`src/tfe_defines.vh`:
```
// Purpose: Constants for the timer flag and event logic
// Assumes: 16-bit counter, two channels, word-wide register port
// Notes:   Offsets are word addresses on the plain register port
`ifndef TFE_DEFINES_VH
`define TFE_DEFINES_VH

`define TFE_CNT_W        16
`define TFE_CNT_ZERO     16'h0000
`define TFE_CNT_MAX      16'hFFFF
`define TFE_CNT_ONE      16'h0001
`define TFE_NCH          2
`define TFE_ADDR_W       4

// Register addresses
`define TFE_A_CTRL       4'h0
`define TFE_A_MOD        4'h1
`define TFE_A_COUNT      4'h2
`define TFE_A_STAT       4'h3
`define TFE_A_CH0_CTRL   4'h4
`define TFE_A_CH0_VAL    4'h5
`define TFE_A_CH1_CTRL   4'h6
`define TFE_A_CH1_VAL    4'h7

// Counter control fields
`define TFE_CTRL_RUN     0
`define TFE_CTRL_CAS     1
`define TFE_CTRL_WIE     2

// Status register: bit 0 wrap flag, bits 2:1 channel flags
`define TFE_STAT_WRAP    0
`define TFE_STAT_CH0     1

// Channel control fields
`define TFE_CH_ESL       0
`define TFE_CH_ESH       1
`define TFE_CH_MODE_LO   2
`define TFE_CH_MODE_HI   3
`define TFE_CH_IE        4

// Channel modes
`define TFE_MODE_CAPT    2'h0
`define TFE_MODE_CMP     2'h1
`define TFE_MODE_EPWM    2'h2

// Edge selects
`define TFE_EDGE_OFF     2'h0
`define TFE_EDGE_RISE    2'h1
`define TFE_EDGE_FALL    2'h2
`define TFE_EDGE_ANY     2'h3

`endif

```
`src/tfe_channel.v`:
```
// Purpose: Per-channel event detection for capture (edge-aligned only), compare and PWM
// Assumes: Counter value and center-align select from the top
// Notes:   Output is a one-cycle event pulse
`default_nettype none
`include "tfe_defines.vh"
module tfe_channel (
   input  wire                   clk,
   input  wire                   reset_n,
   input  wire                   run,
   input  wire                   center_align_select,
   input  wire [1:0]             mode,
   input  wire                   edge_select_high_bit,
   input  wire                   edge_select_low_bit,
   input  wire [`TFE_CNT_W-1:0]  count,
   input  wire [`TFE_CNT_W-1:0]  value,
   input  wire                   chan_in,
   output reg                    event_q
);
   reg  in_q;
   wire rise  = chan_in & ~in_q;
   wire fall  = ~chan_in & in_q;
   wire match = run && (count == value);
   reg  edge_hit;

   always @* begin
      case ({edge_select_high_bit, edge_select_low_bit})
         `TFE_EDGE_RISE: edge_hit = rise;
         `TFE_EDGE_FALL: edge_hit = fall;
         `TFE_EDGE_ANY:  edge_hit = rise | fall;
         default:        edge_hit = 1'b0;
      endcase
   end

   always @(posedge clk or negedge reset_n) begin
      if (!reset_n) begin
         in_q    <= 1'b0;
         event_q <= 1'b0;
      end else begin
         in_q <= chan_in;
         if (center_align_select)
            event_q <= (mode != `TFE_MODE_CAPT) && match;
         else case (mode)
            `TFE_MODE_CAPT: event_q <= edge_hit;
            `TFE_MODE_CMP:  event_q <= match;
            `TFE_MODE_EPWM: event_q <= match;
            default:        event_q <= match;
         endcase
      end
   end
endmodule // tfe_channel
`default_nettype wire

```
`src/tfe_flag.v`:
```
// Purpose: One sticky event flag with read-then-write-zero clearing
// Assumes: Read strobe and write strobe qualified by the caller
// Notes:   A new event disarms a pending clear
`default_nettype none
module tfe_flag (
   input  wire clk,
   input  wire reset_n,
   input  wire set_evt,
   input  wire rd_seen,
   input  wire wr_zero,
   output reg  flag_q
);
   reg armed_q;

   always @(posedge clk or negedge reset_n) begin
      if (!reset_n) begin
         flag_q  <= 1'b0;
         armed_q <= 1'b0;
      end else begin
         if (set_evt) begin
            flag_q  <= 1'b1;
            armed_q <= 1'b0;
         end else if (wr_zero && armed_q) begin
            flag_q  <= 1'b0;
            armed_q <= 1'b0;
         end else if (rd_seen && flag_q) begin
            armed_q <= 1'b1;
         end
      end
   end
endmodule // tfe_flag
`default_nettype wire

```
`src/tfe_timer.v`:
```
// Purpose: Timer flag and event logic top with register port
// Assumes: One 10 MHz clock, counter steps every enabled cycle
// Notes:   Flags clear only by read-then-write-zero of status
//
// Local design decisions: strobed register access and the address map.
`default_nettype none
`include "tfe_defines.vh"
module tfe_timer (
   input  wire                    clk,
   input  wire                    reset_n,
   input  wire [`TFE_ADDR_W-1:0]  addr,
   input  wire [15:0]             wdata,
   input  wire                    wr_en,
   input  wire                    rd_en,
   output reg  [15:0]             rdata_q,
   input  wire [`TFE_NCH-1:0]     chan_in,
   output wire                    wrap_irq,
   output wire [`TFE_NCH-1:0]     channel_irq
);
   ////////////////////////////////////////////////////////////////////
   reg  [2:0]             ctrl_q;
   reg  [`TFE_CNT_W-1:0]  mod_q;
   reg  [`TFE_CNT_W-1:0]  count_q;
   reg                    down_q;
   reg  [4:0]             chctl_q [0:`TFE_NCH-1];
   reg  [`TFE_CNT_W-1:0]  chval_q [0:`TFE_NCH-1];
   wire                   counter_wrap_flag;
   wire [`TFE_NCH-1:0]    channel_event_flag;
   wire [`TFE_NCH-1:0]    ch_evt;

   wire run                 = ctrl_q[`TFE_CTRL_RUN];
   wire center_align_select = ctrl_q[`TFE_CTRL_CAS];
   wire wrap_irq_enable     = ctrl_q[`TFE_CTRL_WIE];
   wire stat_rd             = rd_en && (addr == `TFE_A_STAT);
   wire stat_wr             = wr_en && (addr == `TFE_A_STAT);
   wire at_top = (mod_q == `TFE_CNT_ZERO) ? (count_q == `TFE_CNT_MAX) : (count_q == mod_q);

   ////////////////////////////////////////////////////////////////////
   // Counter; modulus zero in up/down mode is unsupported
   reg [`TFE_CNT_W-1:0] count_d;
   reg                  down_d;
   reg                  wrap_evt;
   always @* begin
      count_d  = count_q;
      down_d   = down_q;
      wrap_evt = 1'b0;
      if (run) begin
         if (!center_align_select) begin
            down_d = 1'b0;
            if (at_top) begin
               count_d  = `TFE_CNT_ZERO;
               wrap_evt = 1'b1;
            end else
               count_d = count_q + `TFE_CNT_ONE;
         end else if (!down_q) begin
            if (at_top) begin
               down_d   = 1'b1;
               count_d  = count_q - `TFE_CNT_ONE;
               wrap_evt = 1'b1;
            end else
               count_d = count_q + `TFE_CNT_ONE;
         end else begin
            if (count_q == `TFE_CNT_ZERO) begin
               down_d  = 1'b0;
               count_d = count_q + `TFE_CNT_ONE;
            end else
               count_d = count_q - `TFE_CNT_ONE;
         end
      end
   end

   always @(posedge clk or negedge reset_n) begin
      if (!reset_n) begin
         count_q <= `TFE_CNT_ZERO;
         down_q  <= 1'b0;
      end else if (wr_en && addr == `TFE_A_COUNT) begin
         count_q <= `TFE_CNT_ZERO;
         down_q  <= 1'b0;
      end else begin
         count_q <= count_d;
         down_q  <= down_d;
      end
   end

   // Wrap event registered so it aligns with channel events
   reg wrap_evt_q;
   always @(posedge clk or negedge reset_n) begin
      if (!reset_n)
         wrap_evt_q <= 1'b0;
      else
         wrap_evt_q <= wrap_evt;
   end

   ////////////////////////////////////////////////////////////////////
   // Configuration registers
   integer i;
   always @(posedge clk or negedge reset_n) begin
      if (!reset_n) begin
         ctrl_q <= 3'h0;
         mod_q  <= `TFE_CNT_ZERO;
         for (i = 0; i < `TFE_NCH; i = i + 1) begin
            chctl_q[i] <= 5'h00;
            chval_q[i] <= `TFE_CNT_ZERO;
         end
      end else if (wr_en) begin
         case (addr)
            `TFE_A_CTRL:     ctrl_q     <= wdata[2:0];
            `TFE_A_MOD:      mod_q      <= wdata;
            `TFE_A_CH0_CTRL: chctl_q[0] <= wdata[4:0];
            `TFE_A_CH0_VAL:  chval_q[0] <= wdata;
            `TFE_A_CH1_CTRL: chctl_q[1] <= wdata[4:0];
            `TFE_A_CH1_VAL:  chval_q[1] <= wdata;
            default: ;
         endcase
      end
   end

   ////////////////////////////////////////////////////////////////////
   // Flags
   tfe_flag u_wrap_flag (
      .clk     (clk),
      .reset_n (reset_n),
      .set_evt (wrap_evt_q),
      .rd_seen (stat_rd),
      .wr_zero (stat_wr && !wdata[`TFE_STAT_WRAP]),
      .flag_q  (counter_wrap_flag)
   );

   genvar g;
   generate
      for (g = 0; g < `TFE_NCH; g = g + 1) begin : g_ch
         tfe_channel u_ch (
            .clk                  (clk),
            .reset_n              (reset_n),
            .run                  (run),
            .center_align_select  (center_align_select),
            .mode                 (chctl_q[g][`TFE_CH_MODE_HI:`TFE_CH_MODE_LO]),
            .edge_select_high_bit (chctl_q[g][`TFE_CH_ESH]),
            .edge_select_low_bit  (chctl_q[g][`TFE_CH_ESL]),
            .count                (count_q),
            .value                (chval_q[g]),
            .chan_in              (chan_in[g]),
            .event_q              (ch_evt[g])
         );
         tfe_flag u_ch_flag (
            .clk     (clk),
            .reset_n (reset_n),
            .set_evt (ch_evt[g]),
            .rd_seen (stat_rd),
            .wr_zero (stat_wr && !wdata[`TFE_STAT_CH0+g]),
            .flag_q  (channel_event_flag[g])
         );
         assign channel_irq[g] = channel_event_flag[g] & chctl_q[g][`TFE_CH_IE];
      end
   endgenerate

   assign wrap_irq = counter_wrap_flag & wrap_irq_enable;

   ////////////////////////////////////////////////////////////////////
   // Read port; unmapped addresses read zero
   always @(posedge clk or negedge reset_n) begin
      if (!reset_n)
         rdata_q <= 16'h0000;
      else if (rd_en) begin
         case (addr)
            `TFE_A_CTRL:     rdata_q <= {13'h0000, ctrl_q};
            `TFE_A_MOD:      rdata_q <= mod_q;
            `TFE_A_COUNT:    rdata_q <= count_q;
            `TFE_A_STAT:     rdata_q <= {12'h000, down_q, channel_event_flag, counter_wrap_flag};
            `TFE_A_CH0_CTRL: rdata_q <= {11'h000, chctl_q[0]};
            `TFE_A_CH0_VAL:  rdata_q <= chval_q[0];
            `TFE_A_CH1_CTRL: rdata_q <= {11'h000, chctl_q[1]};
            `TFE_A_CH1_VAL:  rdata_q <= chval_q[1];
            default:         rdata_q <= 16'h0000;
         endcase
      end else
         rdata_q <= 16'h0000;
   end
endmodule // tfe_timer
`default_nettype wire

```
`config.mk`:
```
export PLATFORM = sky130hd
export DESIGN_NAME = tfe_timer
export DESIGN_NICKNAME = d
export VERILOG_FILES = /design/src/tfe_channel.v /design/src/tfe_flag.v /design/src/tfe_timer.v
export VERILOG_INCLUDE_DIRS = /design/src
export SDC_FILE = /design/constraint.sdc
export NUM_CORES = 1
export LEC_CHECK = 0
export ABC_AREA = 1
export BUFFER_PORTS_ARGS = -buffer_cell sky130_fd_sc_hd__buf_2
export CAP_MARGIN = 20
export CORE_MARGIN = 10
export CORE_UTILIZATION = 55
export DETAILED_ROUTE_END_ITERATION = 7
export GPL_ROUTABILITY_DRIVEN = 0
export PLACE_DENSITY_LB_ADDON = 0.25
export SKIP_CTS_REPAIR_TIMING = 1
export SYNTH_ARGS = -nofsm -noshare
export SYNTH_HDL_FRONTEND = slang
export SYNTH_SLANG_ARGS = --single-unit
```
`constraint.sdc`:
```
create_clock -name clk -period 2.2 [get_ports clk]
set_input_delay 0.11 -clock clk [delete_from_list [all_inputs] [get_ports clk]]
set_output_delay 0.11 -clock clk [all_outputs]
set_load 0.02 [all_outputs]
```
# Word-level counts from Yosys, hierarchy flattened
# Index checks and enable logic that the tools add are counted.
# classes
add_sub_neg	2
n_eq_ne	17
n_mux	40
bitwise_logic	13
reduce_logical	39
# op_table
operator	n
two-way mux 16 bit	8
one-hot mux 16 bit (8 select lines)	1
== test 16 bit	3
zero test 16 bit	2
two-way mux 1 bit	29
adder 16 x 1 -> 16 bit (second input constant)	1
== test 16 bit (second input constant)	1
== test 4 x 3 -> 1 bit (second input constant)	4
logical AND 1 bit	16
subtractor 16 x 1 -> 16 bit (second input constant)	1
AND reduction 2 bit	6
nonzero test 2 bit	6
nonzero test 3 bit	3
== test 2 bit (second input constant)	4
== test 4 x 2 -> 1 bit (second input constant)	2
AND 1 bit	7
one-hot mux 1 bit (3 select lines)	2
== test 2 x 1 -> 1 bit (second input constant)	2
== test 4 x 1 -> 1 bit (second input constant)	1
zero test 2 bit	2
zero test 4 bit	1
inverter 1 bit	4
zero test 1 bit	3
OR 1 bit	2
# totals
register_bits	105
inputBits	26
elab_cells	131

# Depth between registers and ports, before layout
# Gate-level depths: netlist (run 1).
# logic_depth
word_depth	7
mapped_depth	18
depth_no_buf	17

# Cells and area by module
# From an unflattened synthesis (run 1), not the netlist that was laid out.
# unflattened
cells_unflattened	944
area_unflattened_um2	6532.5
# modules_own_cells
mod	n_inst	cells_per_inst	area_each_um2	seq_area_each_um2
tfe_timer	1	739	5426.5	2377.3
tfe_channel	2	89	436.7	50.0
tfe_flag	3	9	77.6	50.0

# Least setup slack after synthesis (run 1)
# OpenSTA, ideal clock, no wires.
# synth_path
kind	register to register
startpoint	register count_q[1]
endpoint	register count_q[14]
setup_ns	0.069
arrival_time_ns	1.801
t_required_ns	2.131
setup_slack_ns	0.330
stages_incl_launch_ff	13
path_buffers	0
synth_period_minus_slack_ns	1.870
path_cell_list	dfrtp_1 -> ha_1 -> nand3_1 -> inv_1 -> nand3_1 -> nor3_2 -> nand2_1 -> nor2_1 -> nand3_1 -> nor2_1 -> xor2_1 -> nand4_1 -> nand3_1
# synth_between
elab_chain_cells	7
# synth_lines
item	line	rtl
start, declared	tfe_timer.v:23	reg [`TFE_CNT_W-1:0] count_q;
start signal, assigned	tfe_timer.v:74	count_q <= `TFE_CNT_ZERO;
start signal, assigned	tfe_timer.v:77	count_q <= `TFE_CNT_ZERO;
start signal, assigned	tfe_timer.v:80	count_q <= count_d;
parallel branches: the longest is 4 deep, another holds adder 16 x 1 -> 16 bit	-	
two-way mux 16 bit *	tfe_timer.v:48	if (!center_align_select) begin
two-way mux 16 bit *	tfe_timer.v:47	if (run) begin
two-way mux 16 bit *	tfe_timer.v:76	end else if (wr_en && addr == `TFE_A_COUNT) begin
# Every way passes the cells marked *. The select of a mux whose other input is x is not followed.
# A chain may end at the register's enable or synchronous reset.

# Final worst setup path (run 1)
# layout_path
startpoint	register mod_q[7]
endpoint	register count_q[5]
# layout_between
elab_chain_cells	7
# layout_lines
item	line	rtl
start, declared	tfe_timer.v:22	reg [`TFE_CNT_W-1:0] mod_q;
start signal, assigned	tfe_timer.v:100	mod_q <= `TFE_CNT_ZERO;
start signal, assigned	tfe_timer.v:108	`TFE_A_MOD: mod_q <= wdata;
== test 16 bit or zero test 16 bit (tied branches)	-	
two-way mux 1 bit *	tfe_timer.v:36	wire at_top = (mod_q == `TFE_CNT_ZERO) ? (count_q == `TFE_CNT_MAX) : (count_q == mod_q);
two-way mux 16 bit	tfe_timer.v:56	if (at_top) begin
two-way mux 16 bit	tfe_timer.v:55	end else if (!down_q) begin
two-way mux 16 bit *	tfe_timer.v:48	
two-way mux 16 bit *	tfe_timer.v:47	
two-way mux 16 bit *	tfe_timer.v:76	
# Mark *: on every way between the ends. The rest lies on a longest branch, timed or not. The select of a mux whose other input is x is not followed.

==> summary.md, run 1 <==
| Metric | Value |
|---|---|
| Status | `finished with violations` |
| Violations in the final reports | `negative hold slack, negative setup slack` |
| Synth async-reset ratio | `1.00` |
| Largest net degree at the start of global routing | `50` |
| Synth top area cells | `dfrtp_1, nand2_1, o21ai_0, inv_1, xor2_1` |
| CP Capture Type | `flop` |
| Std cell rows | `39` |
| Internal power | `0.00441 W` |
| DIE WIDTH | `127 um` |
| Starting Density | `0.559` |
| # diodes | `0` |
| EDFF count, synth | `0` |
| Number of global-route vias before repair | `5,828` |
| Via Count | `6,156` |
| Final hold vios | `1` |
| Register-to-Register Path Depth | `15` |
| Startpoint types | `flop` |
| Synth Register Bits | `105` |
| Final WS setup | `-0.128 ns` |
| Layout cells sized above 1 | `0.161` |
| Die area | `0.0163 mm^2` |
| CTS root buf | `clkbuf_16` |
| Syn avg cell area | `7.54 um^2` |
| Nets@finish | `941` |
| Filler cell count in the final layout | `943` |
| Post-synth top area cell | `dfrtp_1` |
| Pwr Density | `1060 mW/mm^2` |
| Peak VDD IR | `1010 uV` |
| Crit path DAT | `2.63 ns` |
| Worst-path maximum fanout | `16` |
| Max-slew headroom | `0.602` |
| CTS max path bufs | `2` |
| Clk_lat worst skew | `0.37 ns` |
| Slowest-stage cell, CP | `dfrtp_1` |
| Number of max-cap violations | `0` |
| TritonCTS clock tree | `built` |
| Most frequent cells in the layout | `nand2_1, dfrtp_1, inv_1, o21ai_0, nor2_1` |
| Synth cell types | `47` |
| Count of input and output buffers | `44` |
| Most common cell on crit path | `nand2_1` |
| Synth warn | `0` |
| P_leak | `3.77 nW` |
| Hold crit path type | `input pin to flop` |
| Core box area | `0.0114 mm^2` |
| Fmax | `430 MHz` |
| Post-route DRC | `0` |
| Hold path start | `wdata[2]` |
| Final Util | `0.641` |
| Min Tclk post-route | `2.33 ns` |
| Drt first-iter violations | `910` |
| Post-Route WL | `18,400 um` |
| FF-to-FF setup slack | `-0.13 ns` |
| Multi-input gate area | `0.00326 mm^2` |
| First-pass GRT wire length | `29,500 um` |
| Drt first pass iters | `6` |
| Die H | `127 um` |
| HPWL after detailed placement | `13,600 um` |
| Final setup vio count | `15` |
| Syn Inst Count | `843` |
| Crit Path Category | `flop to flop` |
| Seq pwr share | `0.382` |
| Mapped Area | `0.00635 mm^2` |
| Total CTS buffers | `9` |
| Fin. max-slew vios | `0` |
| Crit path cell chain | `nor2_2 > nand2_2 > nor2_4 > nand2_4 > nand2_1 > nand2_1 > nand2_1 > nor2_1 > nand2_1 > nor2_4 > a21oi_1 > nand3b_1 > nand2_1 > nand2_1 > nand2_1` |
| Cell Count, Final, Fillers Out | `1,055` |
| Ys flop type | `dfrtp_1` |
| Setup_tns | `-0.969 ns` |
| Clock Power Share | `0.213` |
| Post-DRT Antenna Nets | `0` |
| Worst Max-Slew Pin Slew | `0.596 ns` |
| Yosys top cell area share | `0.413` |
| Synthesized Nets | `876` |
| Final period util | `1.06` |
| Unrepaired setup endpoints after global routing | `true` |
| Area Growth Syn to Fin | `14.7%` |
| Top-level I/O count | `45` |
| Sequential area share after synthesis | `0.413` |
| Worst Setup EP | `count_q[5]$_DFFE_PN0P_` |
| Comb pwr share | `0.405` |
| Placed Cells | `1,027` |
| CP required | `2.50 ns` |
| Setup Skew | `0.0142 ns` |
| Initial antenna violation count | `0` |
| Critical path's largest stage delay | `0.42 ns` |
| Grt total ovfl | `0` |
| Most common cell after layout, fill and taps aside | `nand2_1` |
| Clock Sinks | `105` |
| Min Hold Slack | `-0.0117 ns` |
| Register area | `0.00263 mm^2` |
| Htree depth | `3` |
| Net Switching | `0.00330 W` |
| Total track usage | `0.224` |
| Crit path launch | `mod_q[7]$_DFFE_PN0P_` |
| R2r endpoint | `count_q[5]$_DFFE_PN0P_` |
| Net Sw Frac | `0.428` |
| DR WL/cell | `17.4 um` |
| Vias/cell | `5.84` |
| Worst R2R Start | `mod_q[7]$_DFFE_PN0P_` |
| Clock Pin Slew Worst Setup and Hold Paths | `0.07 ns` |
[area by class of cell]
cell class                      instances  area share
Multi-Input combinational cell        606       0.447
Inverter                              101      0.0520
Sequential cell                       105       0.361
Tap cell                              143      0.0245
Timing Repair Buffer                   85      0.0755
Clock buffer                           10      0.0314
Clock inverter                          5     0.00876
[critical path, delay by kind of cell (launching register included)]
kind / cells / cell delay, ns
simple gates: 14 / 1.52
flops: 1 / 0.42
compound gates: 1 / 0.31
[synth_stat cells (3+ instances only)]
cell and number:
nand2_1 233, dfrtp_1 105, inv_1 93, o21ai_0 73
nor2_1 70, xor2_1 39, nand3_1 34, clkbuf_1 21
a21oi_1 18, nand4_1 15, a221oi_1 14, o22ai_1 14
xnor2_1 12, nor4_1 9, nand3_2 8, buf_2 7
ha_1 7, nor2_2 6, nor3_1 6, nand2_2 5
a211oi_1 4, clkinv_1 4, inv_2 4, nor2_4 4
o21ai_1 4, buf_4 3, nand2_4 3
[cell families (layout without fill, tap and decap cells)]
kind of cell,count (synthesis),after routing,share of synthesized area
DFF,105,105,0.413
adders and majority gates,7,7,0.0138
AOI/OAI and AO/OA,142,142,0.132
buffers and inverters,135,201,0.0852
xor gates and xnor gates,51,51,0.0703
muxes,1,1,0.00158
and+or+nand+nor,402,405,0.284
[metrics by stage]
step / instance area (um^2) / setup slack [ns] / total power, W
global placement: 6840 / 0.0789 / 0.00577
finish: 7290 / -0.128 / 0.00771
floorplan: 6350 / 0.330 / 0.00494
detailed placement: 6840 / -0.0305 / 0.00588
CTS: 7130 / -0.0443 / 0.00753
global route: 7290 / -0.253 / 0.00822
[power groups by stage]
stage	combinational [W]	sequential, W	clock, W
2_1_floorplan	0.00232	0.00263	0
3_3_place_gp	0.00286	0.00292	0
3_5_place_dp	0.00294	0.00294	0
4_1_cts	0.00296	0.00291	0.00166
5_1_grt	0.00348	0.00299	0.00175
6_report	0.00312	0.00295	0.00164
[flip-flops by register name, indices dropped and copies added (netlist names), 2 cells and up]
signal / flops
g_ch.u_ch.event_q: 2
g_ch.u_ch_flag.armed_q: 2
count_q: 16
g_ch.u_ch_flag.flag_q: 2
mod_q: 16
ctrl_q: 3
g_ch.u_ch.in_q: 2
rdata_q: 16
chctl_q: 10
chval_q: 32
[how the worst min path moves through the flow]
stage                                    to  slack, ns  cells past startpoint
detailed placement  count_q[13]$_DFFE_PN0P_       0.09                      1
CTS                 count_q[13]$_DFFE_PN0P_      -0.28                      1
global route          ctrl_q[2]$_DFFE_PN0P_      0.002                      3
finish                ctrl_q[2]$_DFFE_PN0P_      -0.01                      3
global placement    count_q[13]$_DFFE_PN0P_       0.09                      1
floorplan            chctl_q[0]$_DFFE_PN0P_      -0.19                      0
[per-layer routing]
metal,GRT usage,part of all wire
met3,0.0562,0.086
met2,0.344,0.45
met4,0.0636,0.024
met1,0.308,0.44
met5,0,0
Note: power is estimated with default switching activity, not from simulation.
==> run 2, diff against run 1 <==
==> constraint.sdc (replaced) <==
create_clock -name clk -period 2.1 [get_ports clk]
set_input_delay 0.105 -clock clk [delete_from_list [all_inputs] [get_ports clk]]
set_output_delay 0.105 -clock clk [all_outputs]
set_load 0.02 [all_outputs]
==> run 2 against run 1 <==
Net effect:
- the run ends with negative setup slack left
- non-clock buffer count grew 23
- clock skew shrank 0.0041 ns
- combinational power grew 17%
- critical path type unchanged
- critical endpoint is now count_q[6]$_DFFE_PN0P_
- largest cell class unchanged
==> summary.md, run 2 (synthesized netlist as in run 1, its figures left out) <==
| Metric | Value |
|---|---|
| Most frequent cells in the layout | `nand2_1, dfrtp_1, inv_1, o21ai_0, nor2_1` |
| Setup Skew | `0.0101 ns (-0.00409 ns)` |
| Hold crit path type | `input pin to flop` |
| Total CTS buffers | `9 (unchanged)` |
| Power Total | `0.00830 W (+7.6%)` |
| Crit Path Category | `flop to flop` |
| Vias/cell | `5.80 (-0.56%)` |
| Worst R2R Start | `mod_q[2]$_DFFE_PN0P_` |
| Worst Max-Slew Pin Slew | `0.564 ns (-0.0315 ns)` |
| Post-route DRC | `0 (unchanged)` |
| Fin. max-slew vios | `0 (unchanged)` |
| Count of input and output buffers | `44 (unchanged)` |
| Setup WS pre-CTS | `-0.131 ns (-0.100 ns)` |
| Top-level I/O count | `45 (unchanged)` |
| Drt first pass iters | `7 (+1)` |
| HPWL after detailed placement | `13,900 um (+2.5%)` |
| Crit path DAT | `2.47 ns (-0.16 ns)` |
| Core box area | `0.0114 mm^2 (unchanged)` |
| Max reg flops | `32 (unchanged)` |
| Peak VDD IR | `964 uV (-4.9%)` |
| Initial antenna violation count | `0 (unchanged)` |
| Nets@finish | `963 (+2.3%)` |
| First-pass GRT wire length | `29,500 um (-0.21%)` |
| Layout cells sized above 1 | `0.193 (+0.0313)` |
| Grt total ovfl | `0 (unchanged)` |
| Area Growth Syn to Fin | `18.2%` |
| Drt first-iter violations | `802 (-12%)` |
| Crit path cell chain | `nor2_1 > nand2_1 > nor2_4 > buf_4 > nand2_8 > nand3_2 > nand2_2 > nor2_1 > nand2_1 > nor2_2 > nand2_2 > nand2_4 > nand3_4 > nor2_4 > nand2_1 > nand3_1` |
| Hold path start | `wdata[13]` |
| Post-DRT Antenna Nets | `0 (unchanged)` |
| Number of global-route vias before repair | `5,792 (-0.62%)` |
| Htree depth | `3 (unchanged)` |
| Crit path launch | `mod_q[2]$_DFFE_PN0P_` |
| Final hold vios | `0 (-1)` |
| Top delay family on crit path | `simple AND/OR/NAND/NOR gates` |
| DR WL/cell | `17.1 um (-1.7%)` |
| Pwr Density | `1100 mW/mm^2 (+4.4%)` |
| Startpoint types | `flop` |
| # diodes | `0 (unchanged)` |
| Number of max-cap violations | `0 (unchanged)` |
| Max-slew headroom | `0.623 (+0.0211)` |
| Post-Route WL | `18,400 um (+0.41%)` |
| Worst-path maximum fanout | `16 (unchanged)` |
| Slowest-stage cell, CP | `dfrtp_1` |
| Final setup vio count | `12 (-3)` |
| CTS max path bufs | `2 (unchanged)` |
| Starting Density | `0.559 (unchanged)` |
| CP required | `2.40 ns (-0.10 ns)` |
| Unrepaired setup endpoints after global routing | `true` |
| Final period util | `1.04 (-0.0223)` |
| Critical path buffers and inverters | `1 (+1)` |
| TritonCTS clock tree | `built` |
| Fmax | `460 MHz (+7.0%)` |
| CP Capture Type | `flop` |
| Critical path's largest stage delay | `0.38 ns (-0.04 ns)` |
| DIE WIDTH | `127 um (unchanged)` |
| CTS root buf | `clkbuf_16` |
| Die area | `0.0163 mm^2 (unchanged)` |
| Std cell rows | `39 (unchanged)` |
| P_leak | `3.87 nW (+2.5%)` |
| Min Tclk post-route | `2.18 ns (-0.153 ns)` |
| Most common cell after layout, fill and taps aside | `nand2_1` |
| Via Count | `6,255 (+1.6%)` |
| Status | `finished with violations` |
| Most common cell on crit path | `nand2_1` |
| Clock Pin Slew Worst Setup and Hold Paths | `0.07 ns (about the same)` |
| Final WS setup | `-0.0752 ns (+0.0526 ns)` |
| Clock Sinks | `105 (unchanged)` |
| Die H | `127 um (unchanged)` |
| Largest Register | `chval_q` |
| Total track usage | `0.225 (+0.000318)` |
| Clk_lat worst skew | `0.37 ns (about the same)` |
| Largest net degree at the start of global routing | `42 (-16%)` |
| Violations in the final reports | `negative setup slack` |
## run 2: path summary, 6_finish.rpt
check | slack [ns] | cells past startpoint | end
min in group asynchronous | 0.21 | 2 | count_q[10]$_DFFE_PN0P_
max in group asynchronous | 1.28 | 3 | mod_q[1]$_DFFE_PN0P_
worst max register to register | -0.08 | 16 | count_q[6]$_DFFE_PN0P_
worst min-delay path | 0.02 | 3 | mod_q[13]$_DFFE_PN0P_
worst min register to register | 0.43 | 1 | g_ch[0].u_ch_flag.armed_q$_DFFE_PN0P_
worst max-delay path | -0.08 | 16 | count_q[6]$_DFFE_PN0P_
## run 2: worst reg2reg max path, delay by kind of cell (launching register included)
family / cells / cell delay (ns)
DFF: 1 / 0.38
buffers and inverters: 1 / 0.17
and+or+nand+nor: 15 / 1.57
## run 2: area by class of cell
cell class / count / area [um^2]
fillers: 958 / 3860
clock inverters: 7 / 66.3
inverters: 101 / 379
clock buffers: 9 / 225
well taps: 143 / 179
flip-flops and latches: 105 / 2630
repair buffers: 108 / 738
multi-input cells: 605 / 3300
## run 2: routing by layer
layer / wire length, um / track usage
met1: 7720 / 0.307
met2: 8420 / 0.348
met3: 1710 / 0.0401
met4: 596 / 0.0817
met5: 0 / 0
## run 2: power breakdown
group | internal [W] | switching (W) | total [W]
registers | 0.00244 | 0.000541 | 0.00298
logic | 0.00143 | 0.00222 | 0.00366
clock network | 0.000831 | 0.000827 | 0.00166
total | 0.00471 | 0.00359 | 0.00830
## run 2: per-stage QoR
step,hold WS (ns),std cells,utilization,area (um^2),setup TNS (ns)
floorplan,-0.191,843,-,6350,0
global placement,0.0586,1052,0.618,7030,-0.268
detailed placement,0.0691,1052,0.618,7030,-1.25
CTS,-0.324,1068,0.644,7320,-1.43
global route,0.0363,1078,0.661,7510,-4.42
finish,0.0182,1078,0.661,7510,-0.557
